==> src/rtl/pbl_map.svh <==
// Purpose: Offsets, field positions, reset values and fixed codes for the
//          device status, link capabilities and link control registers.
// Assumes: Included by the package and the register module.
// Notes:   Definitions only.
`ifndef PBL_MAP_SVH
`define PBL_MAP_SVH

// Configuration offsets as printed (byte addresses)
`define PBL_OFS_DEV_STATUS  8'h9A
`define PBL_OFS_LINK_CAPS   8'h9C
`define PBL_OFS_LINK_CTRL   8'hA0

// Device status fields
`define PBL_DS_CORR_BIT     0
`define PBL_DS_NONFATAL_BIT 1
`define PBL_DS_FATAL_BIT    2
`define PBL_DS_UNSUP_BIT    3
`define PBL_DS_AUX_BIT      4
`define PBL_DS_OUTSTANDING_REQUEST_FLAG_BIT     5
`define PBL_DS_RESET        16'h0000

// Link control: writable bits and the shared-refclk bit
`define PBL_LC_SHARED_BIT   6
`define PBL_LC_WR_MASK      16'h00CB
`define PBL_LC_RESET        16'h0000

// Link capabilities fixed fields
`define PBL_LCAP_PORT_IDX   8'h00
`define PBL_LCAP_RSVD       6'h00
`define PBL_L0S_SHARED      3'h3
`define PBL_L0S_SEPARATE    3'h4
`define PBL_ASPM_SUPPORT    2'h3
`define PBL_MAX_LANES       6'h01
`define PBL_TOP_RATE        4'h1

// Outstanding nonposted counter width
`define PBL_NP_CNT_W        6

`endif

==> src/rtl/pbl_pkg.sv <==
// Purpose: Types shared by the register logic and its bench.
// Assumes: pbl_map.svh defines the constants.
// Notes:   State and the error event group travel as packed structs.
`include "pbl_map.svh"

package pbl_pkg;

  // One-cycle error detections from the bridge core
  typedef struct packed {
    logic unsupported_req;
    logic fatal_err;
    logic nonfatal_err;
    logic correctable_err;
  } pbl_err_evt_s;

  // Link capabilities layout
  typedef struct packed {
    logic [7:0] port_idx;
    logic [5:0] rsvd;
    logic [2:0] l1_exit_time;
    logic [2:0] l0s_exit_time;
    logic [1:0] active_pm_support_level;
    logic [5:0] max_lane_count;
    logic [3:0] top_link_rate;
  } pbl_link_caps_s;

  // Whole module state
  typedef struct packed {
    logic [`PBL_NP_CNT_W-1:0] np_cnt;
    logic                     unsupported_req_seen;
    logic                     fatal_err_seen;
    logic                     nonfatal_err_seen;
    logic                     correctable_err_seen;
    logic                     aux_meta;
    logic                     aux_sync;
    logic [15:0]              link_ctrl;
    logic [31:0]              rdata;
    logic                     rvalid;
  } pbl_state_s;

endpackage : pbl_pkg

==> src/rtl/pbl_regs.sv <==
// Purpose: Device status, link capabilities and link control registers
//          of a PCI Express to PCI bridge, reached by configuration access.
// Assumes: Single core_clk domain; error and nonposted events are
//          same-domain pulses; the aux power level comes from a pin.
// Notes:   Reads return one cycle after the request.
//
// Contract
// RULE_01: Device status bits 15:6 always read zero.
// RULE_02: Bit 5 set while any issued nonposted request awaits completion.
// RULE_03: Bit 4 reflects the detected auxiliary power input.
// RULE_04: Bit 3 sets on unsupported request, sticky until software clear.
// RULE_05: Bit 2 sets on fatal error, sticky until software clear.
// RULE_06: Bit 1 sets on nonfatal error, sticky until software clear.
// RULE_07: Bit 0 sets on correctable error, sticky until software clear.
// RULE_08: Link capabilities bits 31:24 read zero, port 0.
// RULE_09: Link capabilities bits 23:18 read zero.
// RULE_10: L1 exit time taken from diag 20:18 if shared clock, else 17:15; code takes diag_l1_exit_sep_clk when shared.
// RULE_11: Shared reference clock reports L0s exit time 011b.
// RULE_12: Separate reference clocks report L0s exit time 100b.
// RULE_13: Active PM support field reads 11b.
// RULE_14: Max lane count field reads 000001b.
// RULE_15: Top link rate field reads 1h.
// RULE_16: Link control bit 6 set means shared clock, clear separate.
// RULE_17: Writing 1 clears an error flag; same-cycle detection keeps it.
// RULE_18: Outstanding flag clears once all nonposted completions return.
`timescale 1ns/1ps
`default_nettype none
`include "pbl_map.svh"

module pbl_regs (
  input  wire logic                 core_clk,
  input  wire logic                 rstn,
  // Configuration access port
  input  wire logic                 cfg_rd,
  input  wire logic                 cfg_wr,
  input  wire logic [7:0]           cfg_addr,
  input  wire logic [3:0]           cfg_be,
  input  wire logic [31:0]          cfg_wdata,
  output logic [31:0]               cfg_rdata,
  output logic                      cfg_rvalid,
  // Bridge core events
  input  wire pbl_pkg::pbl_err_evt_s err_evt,
  input  wire logic                 np_issue,
  input  wire logic                 np_complete,
  input  wire logic                 aux_power_pin,
  // Diagnostic L1 exit time sources
  input  wire logic [2:0]           diag_l1_exit_sep_clk,
  input  wire logic [2:0]           diag_l1_exit_shared_clk,
  // Status views for the core
  output logic                      outstanding_request_flag,
  output logic                      shared_refclk
);
  import pbl_pkg::*;

  ////////////////////////////////////////////////////////////////////////
  // State
  pbl_state_s     st_q;
  pbl_state_s     st_d;
  pbl_link_caps_s caps;
  logic [15:0]    dev_status;
  logic           wr_status;
  logic           wr_ctrl;
  logic [3:0]     clr_err;
  logic [`PBL_NP_CNT_W-1:0] np_max;

  ////////////////////////////////////////////////////////////////////////
  // Read views
  // Capabilities are wired, not stored, so they follow the clock bit
  always_comb begin
    caps.port_idx                = `PBL_LCAP_PORT_IDX;        // RULE_08
    caps.rsvd                    = `PBL_LCAP_RSVD;            // RULE_09
    caps.l1_exit_time            = st_q.link_ctrl[`PBL_LC_SHARED_BIT]
                                 ? diag_l1_exit_sep_clk
                                 : diag_l1_exit_shared_clk;   // RULE_10
    caps.l0s_exit_time           = st_q.link_ctrl[`PBL_LC_SHARED_BIT]
                                 ? `PBL_L0S_SHARED            // RULE_11
                                 : `PBL_L0S_SEPARATE;         // RULE_12
    caps.active_pm_support_level = `PBL_ASPM_SUPPORT;         // RULE_13
    caps.max_lane_count          = `PBL_MAX_LANES;            // RULE_14
    caps.top_link_rate           = `PBL_TOP_RATE;             // RULE_15
  end

  // Device status assembly; upper bits never stored
  always_comb begin
    dev_status = `PBL_DS_RESET;                                // RULE_01
    dev_status[`PBL_DS_OUTSTANDING_REQUEST_FLAG_BIT]     = st_q.np_cnt != '0;      // RULE_02
    dev_status[`PBL_DS_AUX_BIT]      = st_q.aux_sync;          // RULE_03
    dev_status[`PBL_DS_UNSUP_BIT]    = st_q.unsupported_req_seen;
    dev_status[`PBL_DS_FATAL_BIT]    = st_q.fatal_err_seen;
    dev_status[`PBL_DS_NONFATAL_BIT] = st_q.nonfatal_err_seen;
    dev_status[`PBL_DS_CORR_BIT]     = st_q.correctable_err_seen;
  end

  ////////////////////////////////////////////////////////////////////////
  // Write decode
  // All writable bits sit in byte lane 0
  assign wr_status = cfg_wr && cfg_be[0] && (cfg_addr == `PBL_OFS_DEV_STATUS);
  assign wr_ctrl   = cfg_wr && cfg_be[0] && (cfg_addr == `PBL_OFS_LINK_CTRL);
  assign clr_err   = wr_status ? cfg_wdata[3:0] : 4'h0;      // RULE_17
  assign np_max    = '1;

  ////////////////////////////////////////////////////////////////////////
  // Next state
  always_comb begin
    st_d = st_q;
    // Two-stage synchroniser for the aux pin
    st_d.aux_meta = aux_power_pin;
    st_d.aux_sync = st_q.aux_meta;                            // RULE_03
    // Set beats clear so a detection never slips by
    st_d.correctable_err_seen = err_evt.correctable_err ||
      (st_q.correctable_err_seen && !clr_err[`PBL_DS_CORR_BIT]);   // RULE_07
    st_d.nonfatal_err_seen = err_evt.nonfatal_err ||
      (st_q.nonfatal_err_seen && !clr_err[`PBL_DS_NONFATAL_BIT]);  // RULE_06
    st_d.fatal_err_seen = err_evt.fatal_err ||
      (st_q.fatal_err_seen && !clr_err[`PBL_DS_FATAL_BIT]);        // RULE_05
    st_d.unsupported_req_seen = err_evt.unsupported_req ||
      (st_q.unsupported_req_seen && !clr_err[`PBL_DS_UNSUP_BIT]);  // RULE_04
    // Outstanding count; saturates rather than wrap to a false idle
    if (np_issue && !np_complete && st_q.np_cnt != np_max) begin
      st_d.np_cnt = st_q.np_cnt + 1'b1;                       // RULE_02
    end else if (np_complete && !np_issue && st_q.np_cnt != '0) begin
      st_d.np_cnt = st_q.np_cnt - 1'b1;                       // RULE_18
    end
    // Only implemented link control bits take writes
    if (wr_ctrl) begin
      st_d.link_ctrl = cfg_wdata[15:0] & `PBL_LC_WR_MASK;     // RULE_16
    end
    // Read answer, registered; unmapped offsets return zero
    st_d.rvalid = cfg_rd;
    if (cfg_rd) begin
      case (cfg_addr)
        `PBL_OFS_DEV_STATUS: st_d.rdata = {16'h0000, dev_status};
        `PBL_OFS_LINK_CAPS:  st_d.rdata = caps;
        `PBL_OFS_LINK_CTRL:  st_d.rdata = {16'h0000, st_q.link_ctrl};
        default:             st_d.rdata = 32'h0000_0000;
      endcase
    end
  end

  ////////////////////////////////////////////////////////////////////////
  // State register
  always_ff @(posedge core_clk or negedge rstn) begin
    if (!rstn) begin
      st_q <= '0;
    end else begin
      st_q <= st_d;
    end
  end

  ////////////////////////////////////////////////////////////////////////
  // Outputs
  assign cfg_rdata                = st_q.rdata;
  assign cfg_rvalid               = st_q.rvalid;
  assign outstanding_request_flag = st_q.np_cnt != '0;
  assign shared_refclk            = st_q.link_ctrl[`PBL_LC_SHARED_BIT];

endmodule : pbl_regs
`default_nettype wire

==> config.mk <==
export PLATFORM = sky130hd
export DESIGN_NAME = pbl_regs
export DESIGN_NICKNAME = d
export VERILOG_FILES = /design/src/rtl/pbl_pkg.sv /design/src/rtl/pbl_regs.sv
export VERILOG_INCLUDE_DIRS = /design/src /design/src/rtl
export SDC_FILE = /design/constraint.sdc
export NUM_CORES = 1
export LEC_CHECK = 0
export BUFFER_PORTS_ARGS = -buffer_cell sky130_fd_sc_hd__buf_4
export CELL_PAD_IN_SITES_DETAIL_PLACEMENT = 0
export CELL_PAD_IN_SITES_GLOBAL_PLACEMENT = 1
export CORE_MARGIN = 8
export CORE_UTILIZATION = 35
export CTS_BUF_LIST = sky130_fd_sc_hd__clkbuf_16
export DETAILED_ROUTE_END_ITERATION = 16
export GPL_ROUTABILITY_DRIVEN = 0
export PLACE_DENSITY = 0.84
export SYNTH_ARGS = -nofsm -noshare
export SYNTH_HDL_FRONTEND = slang
export SYNTH_SLANG_ARGS = --single-unit
export TNS_END_PERCENT = 10
==> constraint.sdc <==
create_clock -name core_clk -period 4.36 [get_ports core_clk]
set_input_delay 0 -clock core_clk [delete_from_list [all_inputs] [get_ports core_clk]]
set_output_delay 0 -clock core_clk [all_outputs]
set_load 0.01 [all_outputs]
==> summary.txt, run 1 <==
Floorplan
  – Die Wd: 89.0 µm
  – Core ar.: 5140 µm²
  – Initial core utilization: 36.3%
  – Die H: just under 90 µm
  – Die ar.: 7930 µm²
  – Ports: 96
  – Floorplan row count: 26

Hold path
  – HP Class: in -> reg

Routing
  – Avg WL per Cell: between 10 and 15 µm
  – Total number of vias: ~1400
  – Vias per Instance: 4.51
  – # DRC: 0
  – Initial DRC count: 52
  – Final ANT Viol Nets: 0
  – Total Wirelength: 3780 µm
  – DR pass1 iterations: 4

Yosys
  – Ys async rst share: 100%
  – Main area contributors after synthesis: dfrtp_1, buf_4, a21o_1
  – FF+latch count, synth: 32
  – EDFF count, synth: 0
  – Syn avg cell area: 10.3 µm²
  – Yosys top cell area share: 42.9%
  – Post-Synth Adder-Cell Area: between 3 and 4%
  – Post-Synth Simple-Gate Area: between 10% and 20%
  – Top FF cell, synth: dfrtp_1
  – Sequential share of the synthesized area: 42.9%
  – Cell Area, Synth: ~1900 µm²
  – Synth Area in Compound Gates: about 13%
  – Combinational family with the most area after synthesis: buffers and inverters
  – Area leader, netlist: dfrtp_1
  – Synth Instances: 182
  – Syn. warnings: 0
  – Mux cell area share after synthesis: 7.64%
  – Post-synthesis cell type count: 38
  – Xor/xnor cell area share of the yosys netlist: 2.35%

Global routing
  – Total GRT Usage: 10.6%
  – Largest net degree at the start of global routing: 33
  – Global-route wire length before repair: roughly 6500 µm
  – Antenna violations before repair: 0
  – Vias in the first global route: 1386
  – Total grt overflow: 0

Critical path
  – CP arrival: 2.64 ns
  – Crit end category: register
  – CP max FO: 6
  – Required @ worst endpoint: between 4 and 5 ns
  – Critical path startpoint category: register
  – Crit path kind: reg -> reg
  – R2R Setup Slk: between 1.5 and 2 ns

Final layout
  – Most common cell after layout, fill and taps aside: buf_4
  – Synth-to-layout area growth: 27.3%
  – Final #Nets: 296
  – Final instance area: 2380 µm²
  – Register Area: about 800 µm²
  – Final non-filler cell total: 300
  – Number of diodes: 0
  – Most frequent cells in the layout: buf_4, dfrtp_1, inv_1, conb_1, dlygate4sd3_1
  – Layout cell share with drive strength beyond 1: ~29%
  – Area of the multi-input gates: roughly 800 µm²
  – Filler cells: 529

STA
  – Setup TNS: 0 ns
  – Skew final: between 0.0015 and 0.002 ns
  – Slew HR: 57.8%
  – Final worst path period need: 2.46 ns
  – Worst Max-Slew Pin Slew: 0.632 ns
  – Max Clk Rate: around 410 MHz
  – Final setup fails: 0
  – Final count of hold timing violations: 0
  – Max-slew violations: 0
  – RSZ-0062 raised after global routing: no
  – Part of the cycle the worst path needs: 56.4%

Placement
  – Cell Area, Placed: about 2100 µm²
  – Port Buffer Count: 50
  – Hpwl dp: 2970 µm
  – Cell count after placement: 281

Clocking
  – Clk buf depth: 2
  – Clock sink total: 32
  – CTS buffer count: 5
  – Root buf cell: clkbuf_16
  – CTS HTree Levels: 2
  – Reg clk slew, reported paths: roughly 0.050 ns
  – Worst skew pair latency: 0.27 ns
  – CTS tree: done

Flow run
  – Total of max-cap violations: 0

Power and ir drop
  – PD cells: 402 nW/µm²
  – Leak: 1.08 nW
  – Worst vdd ir: 0.000172 V

Run status
  – Status: finished clean
cell usage after synthesis, types with 2 or more instances:
library cell   n
nand2b_1       2
nand3_1        7
nor4_4         2
a21oi_1        2
xnor2_1        4
buf_4         32
nor2_1         3
inv_1         17
mux2_2         6
mux2i_1        3
dfrtp_1       32
and3_1         2
mux2_1         4
a21o_1         9
clkbuf_1       3
o22ai_1        8
nor2b_1        4
nor3_1         2
ha_1           4
o21ai_0        6
a22oi_1        5
nand2_1        9
flip-flops by register name, summed over array words and instances, names as in the netlist:
register / flops
cfg_rvalid: 1
dev_status: 5
st_d: 1
shared_refclk: 1
cfg_rdata: 14
st_q: 10
metal layers:
metal	vias to the layer above	track usage, %	part of all wire, %
met4	0	3.63	1.2
li1	678	-	-
met1	618	12.7	43
met5	-	0	0
met2	51	17.1	46
met3	6	3.95	9.9
through the flow:
step	hold slack [ns]	util [%]	power, mW	setup WS [ns]
3_3_place_gp	-0.0415	41.3	0.633	1.90
5_1_grt	0.0157	46.2	1.03	1.69
4_1_cts	0.0000429	46.2	0.970	1.87
2_1_floorplan	-0.296	-	0.579	2.12
6_report	0.00418	46.2	0.956	1.90
3_5_place_dp	-0.0435	41.3	0.641	1.88
final cells by class:
class | count | share of cell area (%)
Inverter | 17 | 2.69
Timing Repair Buffer | 62 | 20.9
Tap cell | 70 | 3.69
Clock inverter | 2 | 0.316
Clock buffer | 5 | 5.27
Sequential cell | 32 | 33.7
Multi-Input combinational cell | 112 | 33.5
what timing repair did:
action	4_1_cts	5_1_grt
gates resized for setup	0	0
endpoints found under the hold margin	43	0
hold buffers	12	0
buffers inserted	0	0
critical path, cell delays in order, from the launching register on:
cell       delay [ns]
dfrtp_1          0.43
and4_1           0.21
nand3_1          0.12
nand2_1          0.17
ha_1             0.38
a21o_1           0.21
a221oi_1         0.39
mux2_2           0.38
o2111ai_1        0.09
path summary, 6_finish.rpt:
| check | start | to | depth (start not counted) |
|---|---|---|---|
| max | st_q[60] | st_q[60] | 8 |
| min | diag_l1_exit_shared_clk[0] | cfg_rdata[15] | 3 |
| max reg2reg | st_q[60] | st_q[60] | 8 |
| min reg2reg | st_d[49] | dev_status[4] | 0 |
| max in group asynchronous | rstn | st_q[34] | 2 |
| min in group asynchronous | rstn | cfg_rdata[7] | 2 |
power by group:
part           switching, mW  internal, mW  leakage, nW
Sequential            0.0395         0.331        0.405
Combinational          0.124         0.148        0.609
Clock                  0.110         0.203       0.0648
cell families after synthesis:
family | count (synthesis)
AO/OA/AOI/OAI | 35
buffers and inverters | 53
other | 1
AND/OR/NAND/NOR | 38
adder cells (fa/ha/maj) | 5
multiplexers | 13
XOR/XNOR | 5
flip-flops | 32
Power figures use the tool's default switching activity.
==> run 2, diff against run 1 <==
--- a/config.mk
+++ b/config.mk
@@ -6,15 +6,16 @@
 export SDC_FILE = /design/constraint.sdc
 export NUM_CORES = 1
 export LEC_CHECK = 0
+export ABC_AREA = 1
 export BUFFER_PORTS_ARGS = -buffer_cell sky130_fd_sc_hd__buf_4
 export CELL_PAD_IN_SITES_DETAIL_PLACEMENT = 0
 export CELL_PAD_IN_SITES_GLOBAL_PLACEMENT = 1
 export CORE_MARGIN = 8
-export CORE_UTILIZATION = 35
+export CORE_UTILIZATION = 32
 export CTS_BUF_LIST = sky130_fd_sc_hd__clkbuf_16
 export DETAILED_ROUTE_END_ITERATION = 16
 export GPL_ROUTABILITY_DRIVEN = 0
-export PLACE_DENSITY = 0.84
+export PLACE_DENSITY = 0.81
 export SYNTH_ARGS = -nofsm -noshare
 export SYNTH_HDL_FRONTEND = slang
 export SYNTH_SLANG_ARGS = --single-unit
==> constraint.sdc (replaced) <==
create_clock -name core_clk -period 2.36 [get_ports core_clk]
set_input_delay 0 -clock core_clk [delete_from_list [all_inputs] [get_ports core_clk]]
set_output_delay 0 -clock core_clk [all_outputs]
set_load 0.01 [all_outputs]
==> summary.txt, run 2 <==
Run status
  – Status: finished clean

Floorplan
  – Floorplan row count: 28
  – Initial core utilization: 33.0%
  – Die H: 93.9 µm
  – Core ar.: between 5000 and 6000 µm²
  – Die ar.: 8820 µm²
  – Ports: 96
  – Die Wd: 93.9 µm

Yosys
  – Cell Area, Synth: between 1500 and 2000 µm²
  – Sequential share of the synthesized area: 41.2%
  – Top FF cell, synth: dfrtp_1
  – Syn. warnings: 0
  – Syn avg cell area: 7.74 µm²
  – Synth Instances: 251
  – Yosys top cell area share: 41.2%
  – Main area contributors after synthesis: dfrtp_1, nand2_1, buf_4
  – Post-synthesis cell type count: 28
  – Most numerous cell in the Yosys netlist: nand2_1
  – FF+latch count, synth: 32
  – EDFF count, synth: 0
  – Top post-synthesis cells by count: nand2_1, buf_4, dfrtp_1
  – Area leader, netlist: dfrtp_1
  – Ys async rst share: 100%

Final layout
  – Most frequent cells in the layout: nand2_1, buf_4, dfrtp_1, nand3_1, inv_1
  – Most common cell after layout, fill and taps aside: nand2_1
  – Number of diodes: 0
  – Filler cells: 620
  – Max reg flops: 14
  – Synth-to-layout area growth: 31.1%
  – Final #Nets: 371
  – Layout cell share with drive strength beyond 1: between 20% and 30%

STA
  – Final setup fails: 0
  – Max Clk Rate: 494 MHz
  – RSZ-0062 raised after global routing: no
  – Part of the cycle the worst path needs: 85.8%
  – Final count of hold timing violations: 0
  – Max-slew violations: 0
  – Final worst path period need: 2.03 ns
  – WHS: a little over 0.05 ns
  – Skew final: 0.00230 ns
  – Setup TNS: 0 ns

Clocking
  – CTS HTree Levels: 2
  – Clock sink total: 32
  – Hold_buf cts: 16
  – Worst skew pair latency: approximately 0.27 ns
  – Clk buf depth: 2
  – Reg clk slew, reported paths: roughly 0.050 ns
  – Root buf cell: clkbuf_16
  – CTS buffer count: 5
  – Post-CTS resize count: 0
  – Post-CTS Setup Bufs: 0
  – CTS tree: done

Critical path
  – Required @ worst endpoint: 2.53 ns
  – Slowest stage cell, crit path: dfrtp_1
  – Critical path's most frequent cell: nand2_1
  – Instance count on the critical path: 12
  – CP top delay family: simple AND/OR/NAND/NOR gates
  – Critical path startpoint category: register
  – Crit path kind: reg -> reg
  – CP arrival: 2.19 ns
  – Crit-path max cell delay: 0.48 ns
  – Crit end category: register
  – Worst reg2reg path depth: 12
  – Buf+Inv Stages, Crit Path: 0
  – CP cell instances: nand2_1 -> nor2_2 -> nand2_2 -> nand3_4 -> ha_1 -> or2_2 -> nand3_1 -> nand2_1 -> nand2_1 -> nand2_1 -> nand2_1 -> nand2_1
  – CP max FO: 10

Routing
  – Avg WL per Cell: 10.9 µm
  – Total number of vias: about 1600
  – Vias per Instance: 4.15
  – Final ANT Viol Nets: 0
  – # DRC: 0
  – Initial DRC count: 52
  – Total Wirelength: approximately 4200 µm
  – DR pass1 iterations: 4

Power and ir drop
  – Worst vdd ir: approximately 0.00034 V
  – Seq pwr share: between 30% and 40%
  – Clock share of power: 36.8%
  – Logic pwr share: between 20% and 30%
  – Net Switching: 594 µW
  – Leak: 1.38 nW
  – Int Power: between 1 and 1.5 mW
  – Sw Share: between 30 and 40%
  – PD cells: 762 nW/µm²

Global routing
  – Antenna violations before repair: 0
  – Largest net degree at the start of global routing: 33
  – Vias in the first global route: 1572
  – Total grt overflow: 0
  – Total GRT Usage: under 10%
  – Global-route wire length before repair: 7040 µm

Hold path
  – HP Class: in -> reg
  – Hold path depth: 5

Flow run
  – Total of max-cap violations: 0

Placement
  – Port Buffer Count: 50
  – Hpwl dp: 3270 µm
run 2: tightest hold or removal path, cell delays in order:
cell and delay (ns):
buf_4 0.08, nand2_1 0.04, nand2_1 0.05, nand3_1 0.07, nand2_1 0.05
run 2: through the flow:
stage               std cells  cell area, µm²  setup slack [ns]  util, %  power, mW
finish                    381            2540             0.335     43.2       1.94
global route              381            2540             0.114     43.2       2.08
CTS                       381            2540             0.308     43.2       1.97
detailed placement        357            2220             0.313     37.7       1.22
global placement          357            2220             0.336     37.7       1.22
floorplan                 266            2000             0.523        -       1.10
run 2: worst paths after layout:
check	start	end	slack (ns)
setup / recovery	st_q[55]	st_q[60]	0.33
hold / removal	diag_l1_exit_shared_clk[0]	cfg_rdata[15]	0.05
setup reg to reg	st_q[55]	st_q[60]	0.33
hold reg to reg	st_d[49]	dev_status[4]	0.35
max in group asynchronous	rstn	st_q[57]	1.86
min in group asynchronous	rstn	st_q[34]	0.21
run 2: cells by family (layout without fill, tap and decap cells):
logic type	count (synthesis)	after routing	share of synthesized area, %
AOI/OAI and AO/OA	12	12	3.54
xor gates and xnor gates	4	4	1.80
adders and majority gates	5	5	3.61
buffers and inverters	55	95	16.9
DFF	32	32	41.2
other	1	16	0.193
and+or+nand+nor	142	142	32.7
run 2: final cells by class:
cell class | count | area, µm² | area share, %
sequential | 32 | 801 | 31.5
multi-input combinational | 179 | 868 | 34.1
inverter | 21 | 78.8 | 3.10
tap | 75 | 93.8 | 3.69
clock buffer | 5 | 125 | 4.92
timing repair buffer | 66 | 536 | 21.0
clock inverter | 3 | 42.5 | 1.67
run 2: power groups by stage:
| stage | Sequential (mW) | Combinational [mW] | Clock (mW) |
|---|---|---|---|
| after detailed placement | 0.699 | 0.524 | 0 |
| after floorplan | 0.675 | 0.422 | 0 |
| after global placement | 0.696 | 0.519 | 0 |
| after global routing | 0.703 | 0.622 | 0.755 |
| final | 0.687 | 0.540 | 0.713 |
| after CTS | 0.689 | 0.545 | 0.735 |
run 2: metal layers:
metal	track usage, %	routed length (µm)	vias to the layer above
li1	-	-	839
met1	11.8	1890	689
met2	15.8	1890	49
met3	3.68	324	5
met4	4.36	61	0
met5	0	0	-
==> run 3, diff against run 2 <==
--- a/config.mk
+++ b/config.mk
@@ -6,16 +6,15 @@
 export SDC_FILE = /design/constraint.sdc
 export NUM_CORES = 1
 export LEC_CHECK = 0
-export ABC_AREA = 1
 export BUFFER_PORTS_ARGS = -buffer_cell sky130_fd_sc_hd__buf_4
 export CELL_PAD_IN_SITES_DETAIL_PLACEMENT = 0
 export CELL_PAD_IN_SITES_GLOBAL_PLACEMENT = 1
 export CORE_MARGIN = 8
-export CORE_UTILIZATION = 32
+export CORE_UTILIZATION = 33
 export CTS_BUF_LIST = sky130_fd_sc_hd__clkbuf_16
 export DETAILED_ROUTE_END_ITERATION = 16
 export GPL_ROUTABILITY_DRIVEN = 0
-export PLACE_DENSITY = 0.81
+export PLACE_DENSITY = 0.8
 export SYNTH_ARGS = -nofsm -noshare
 export SYNTH_HDL_FRONTEND = slang
 export SYNTH_SLANG_ARGS = --single-unit
==> summary.txt, run 3 (synthesis results as in run 1) <==
Run status
  – Status: finished clean

STA
  – Worst Max-Slew Pin Slew: 0.523 ns
  – Final worst slack: 0.135 ns
  – Slew HR: about two thirds
  – Max Clk Rate: 449 MHz
  – WHS: around 0.013 ns
  – Part of the cycle the worst path needs: 94.3%
  – Setup TNS: 0 ns
  – Final worst path period need: 2.23 ns
  – Final count of hold timing violations: 0
  – Final setup fails: 0
  – Skew final: roughly 0.0038 ns
  – Max-slew violations: 0
  – RSZ-0062 raised after global routing: no

Clocking
  – Reg clk slew, reported paths: 0.05 ns
  – Clk buf depth: 2
  – CTS HTree Levels: 2
  – Worst skew pair latency: approximately 0.27 ns
  – CTS buffer count: 5
  – Root buf cell: clkbuf_16
  – CTS tree: done
  – Clock sink total: 32
  – Post-CTS Setup Bufs: 0

Critical path
  – CP arrival: between 2 and 2.5 ns
  – CP max FO: 5
  – R2R Setup Slk: around 0.13 ns
  – Reg-to-Reg End: st_q[60]
  – Worst reg2reg path depth: 8
  – Critical path startpoint category: register
  – Required @ worst endpoint: 2.53 ns
  – Crit end category: register
  – Crit path kind: reg -> reg
  – Reg2Reg Launch Point: st_q[60]

Final layout
  – Layout cell share with drive strength beyond 1: 34.2%
  – Filler cells: 547
  – Final #Nets: 308
  – Final non-filler cell total: 315
  – Synth-to-layout area growth: 35.1%
  – Number of diodes: 0
  – Final instance area: 2520 µm²
  – Max reg flops: 14
  – Most common cell after layout, fill and taps aside: buf_4
  – Fin util: 46.1%
  – Most frequent cells in the layout: buf_4, dfrtp_1, inv_1, conb_1, dlygate4sd3_1

Power and ir drop
  – Total Power: roughly 2.1 mW
  – PD cells: 824 nW/µm²
  – Leak: 1.15 nW
  – Worst vdd ir: about 0.00036 V

Hold path
  – HP Class: in -> reg
  – HP Start: diag_l1_exit_shared_clk[1]
  – Hold path depth: 3
  – Hold Path End: cfg_rdata[16]

Global routing
  – Total GRT Usage: roughly a tenth
  – Global-route wire length before repair: 6990 µm
  – Total grt overflow: 0
  – Vias in the first global route: 1492
  – Largest net degree at the start of global routing: 33
  – Antenna violations before repair: 0

Flow run
  – Total of max-cap violations: 0

Placement
  – Port Buffer Count: 50
  – Hpwl dp: around 3200 µm
  – Pre-CTS WS: -0.0428 ns
  – Cell count after placement: 295
  – Cell Area, Placed: 2220 µm²

Floorplan
  – Die Wd: 91.2 µm
  – Core ar.: 5470 µm²
  – Initial core utilization: ~34%
  – Floorplan row count: 27
  – Die H: 91.2 µm
  – Ports: 96
  – Die ar.: between 8000 and 9000 µm²

Routing
  – Initial DRC count: ~70
  – DR pass1 iterations: 4
  – Final ANT Viol Nets: 0
  – Vias per Instance: 4.42
  – Total Wirelength: 4090 µm
  – Total number of vias: 1392
  – Avg WL per Cell: 13.0 µm
  – # DRC: 0
## run 3: changes by cell type in the layout (fill, tap and decap cells not counted), moves of 5 or more
cell / delta
a22oi_1: +5
nand2_2: -6
mux2_2: +6
nand3_1: -12
buf_4: +12
o22ai_1: +8
nand2_1: -85
a21o_1: +9
nor2_1: -9
## run 3: critical path: stages, from the launching register on
cell and delay [ns]:
dfrtp_1 0.39, and4_1 0.21, nand3_1 0.12, nand2_2 0.13, ha_1 0.31, and3_1 0.21, a221oi_2 0.29, mux2_2 0.37
o2111ai_1 0.11
## run 3: final cells by class
type	instances	area, µm²	area share, %
clock buffer	5	125	4.96
inverter	17	63.8	2.53
sequential	32	801	31.7
tap	72	90.1	3.57
multi-input combinational	112	820	32.5
clock inverter	3	37.5	1.49
timing repair buffer	74	586	23.2
## run 3: how the worst max path moves through the flow
stage,start,to,depth (start not counted)
2_1_floorplan,st_q[60],st_q[60],8
3_3_place_gp,st_q[60],st_q[60],8
3_5_place_dp,st_q[60],st_q[60],8
4_1_cts,st_q[60],st_q[60],8
5_1_grt,st_q[60],st_q[60],8
6_report,st_q[60],st_q[60],8
## run 3: timing repair
action | CTS | global route
hold buffers | 12 | 0
endpoints found under the hold margin | 43 | 0
resized for setup | 1 | 3
pin swaps | 0 | 1
endpoints found under the setup margin | 1 | 2
## run 3: where the power goes
part	leakage, nW	internal (mW)	switching, mW
Clock	0.0789	0.489	0.210
Sequential	0.405	0.611	0.0313
Combinational	0.668	0.405	0.333
Total	1.15	1.51	0.574
## run 3: layer usage
metal  vias up  global-route usage (%)  share of wire (%)
met2        45                    15.3                 46
met3         5                    4.94                8.4
met1       643                    12.3                 44
met5         -                       0                  0
li1        699                       -                  -
met4         0                    3.27               0.85
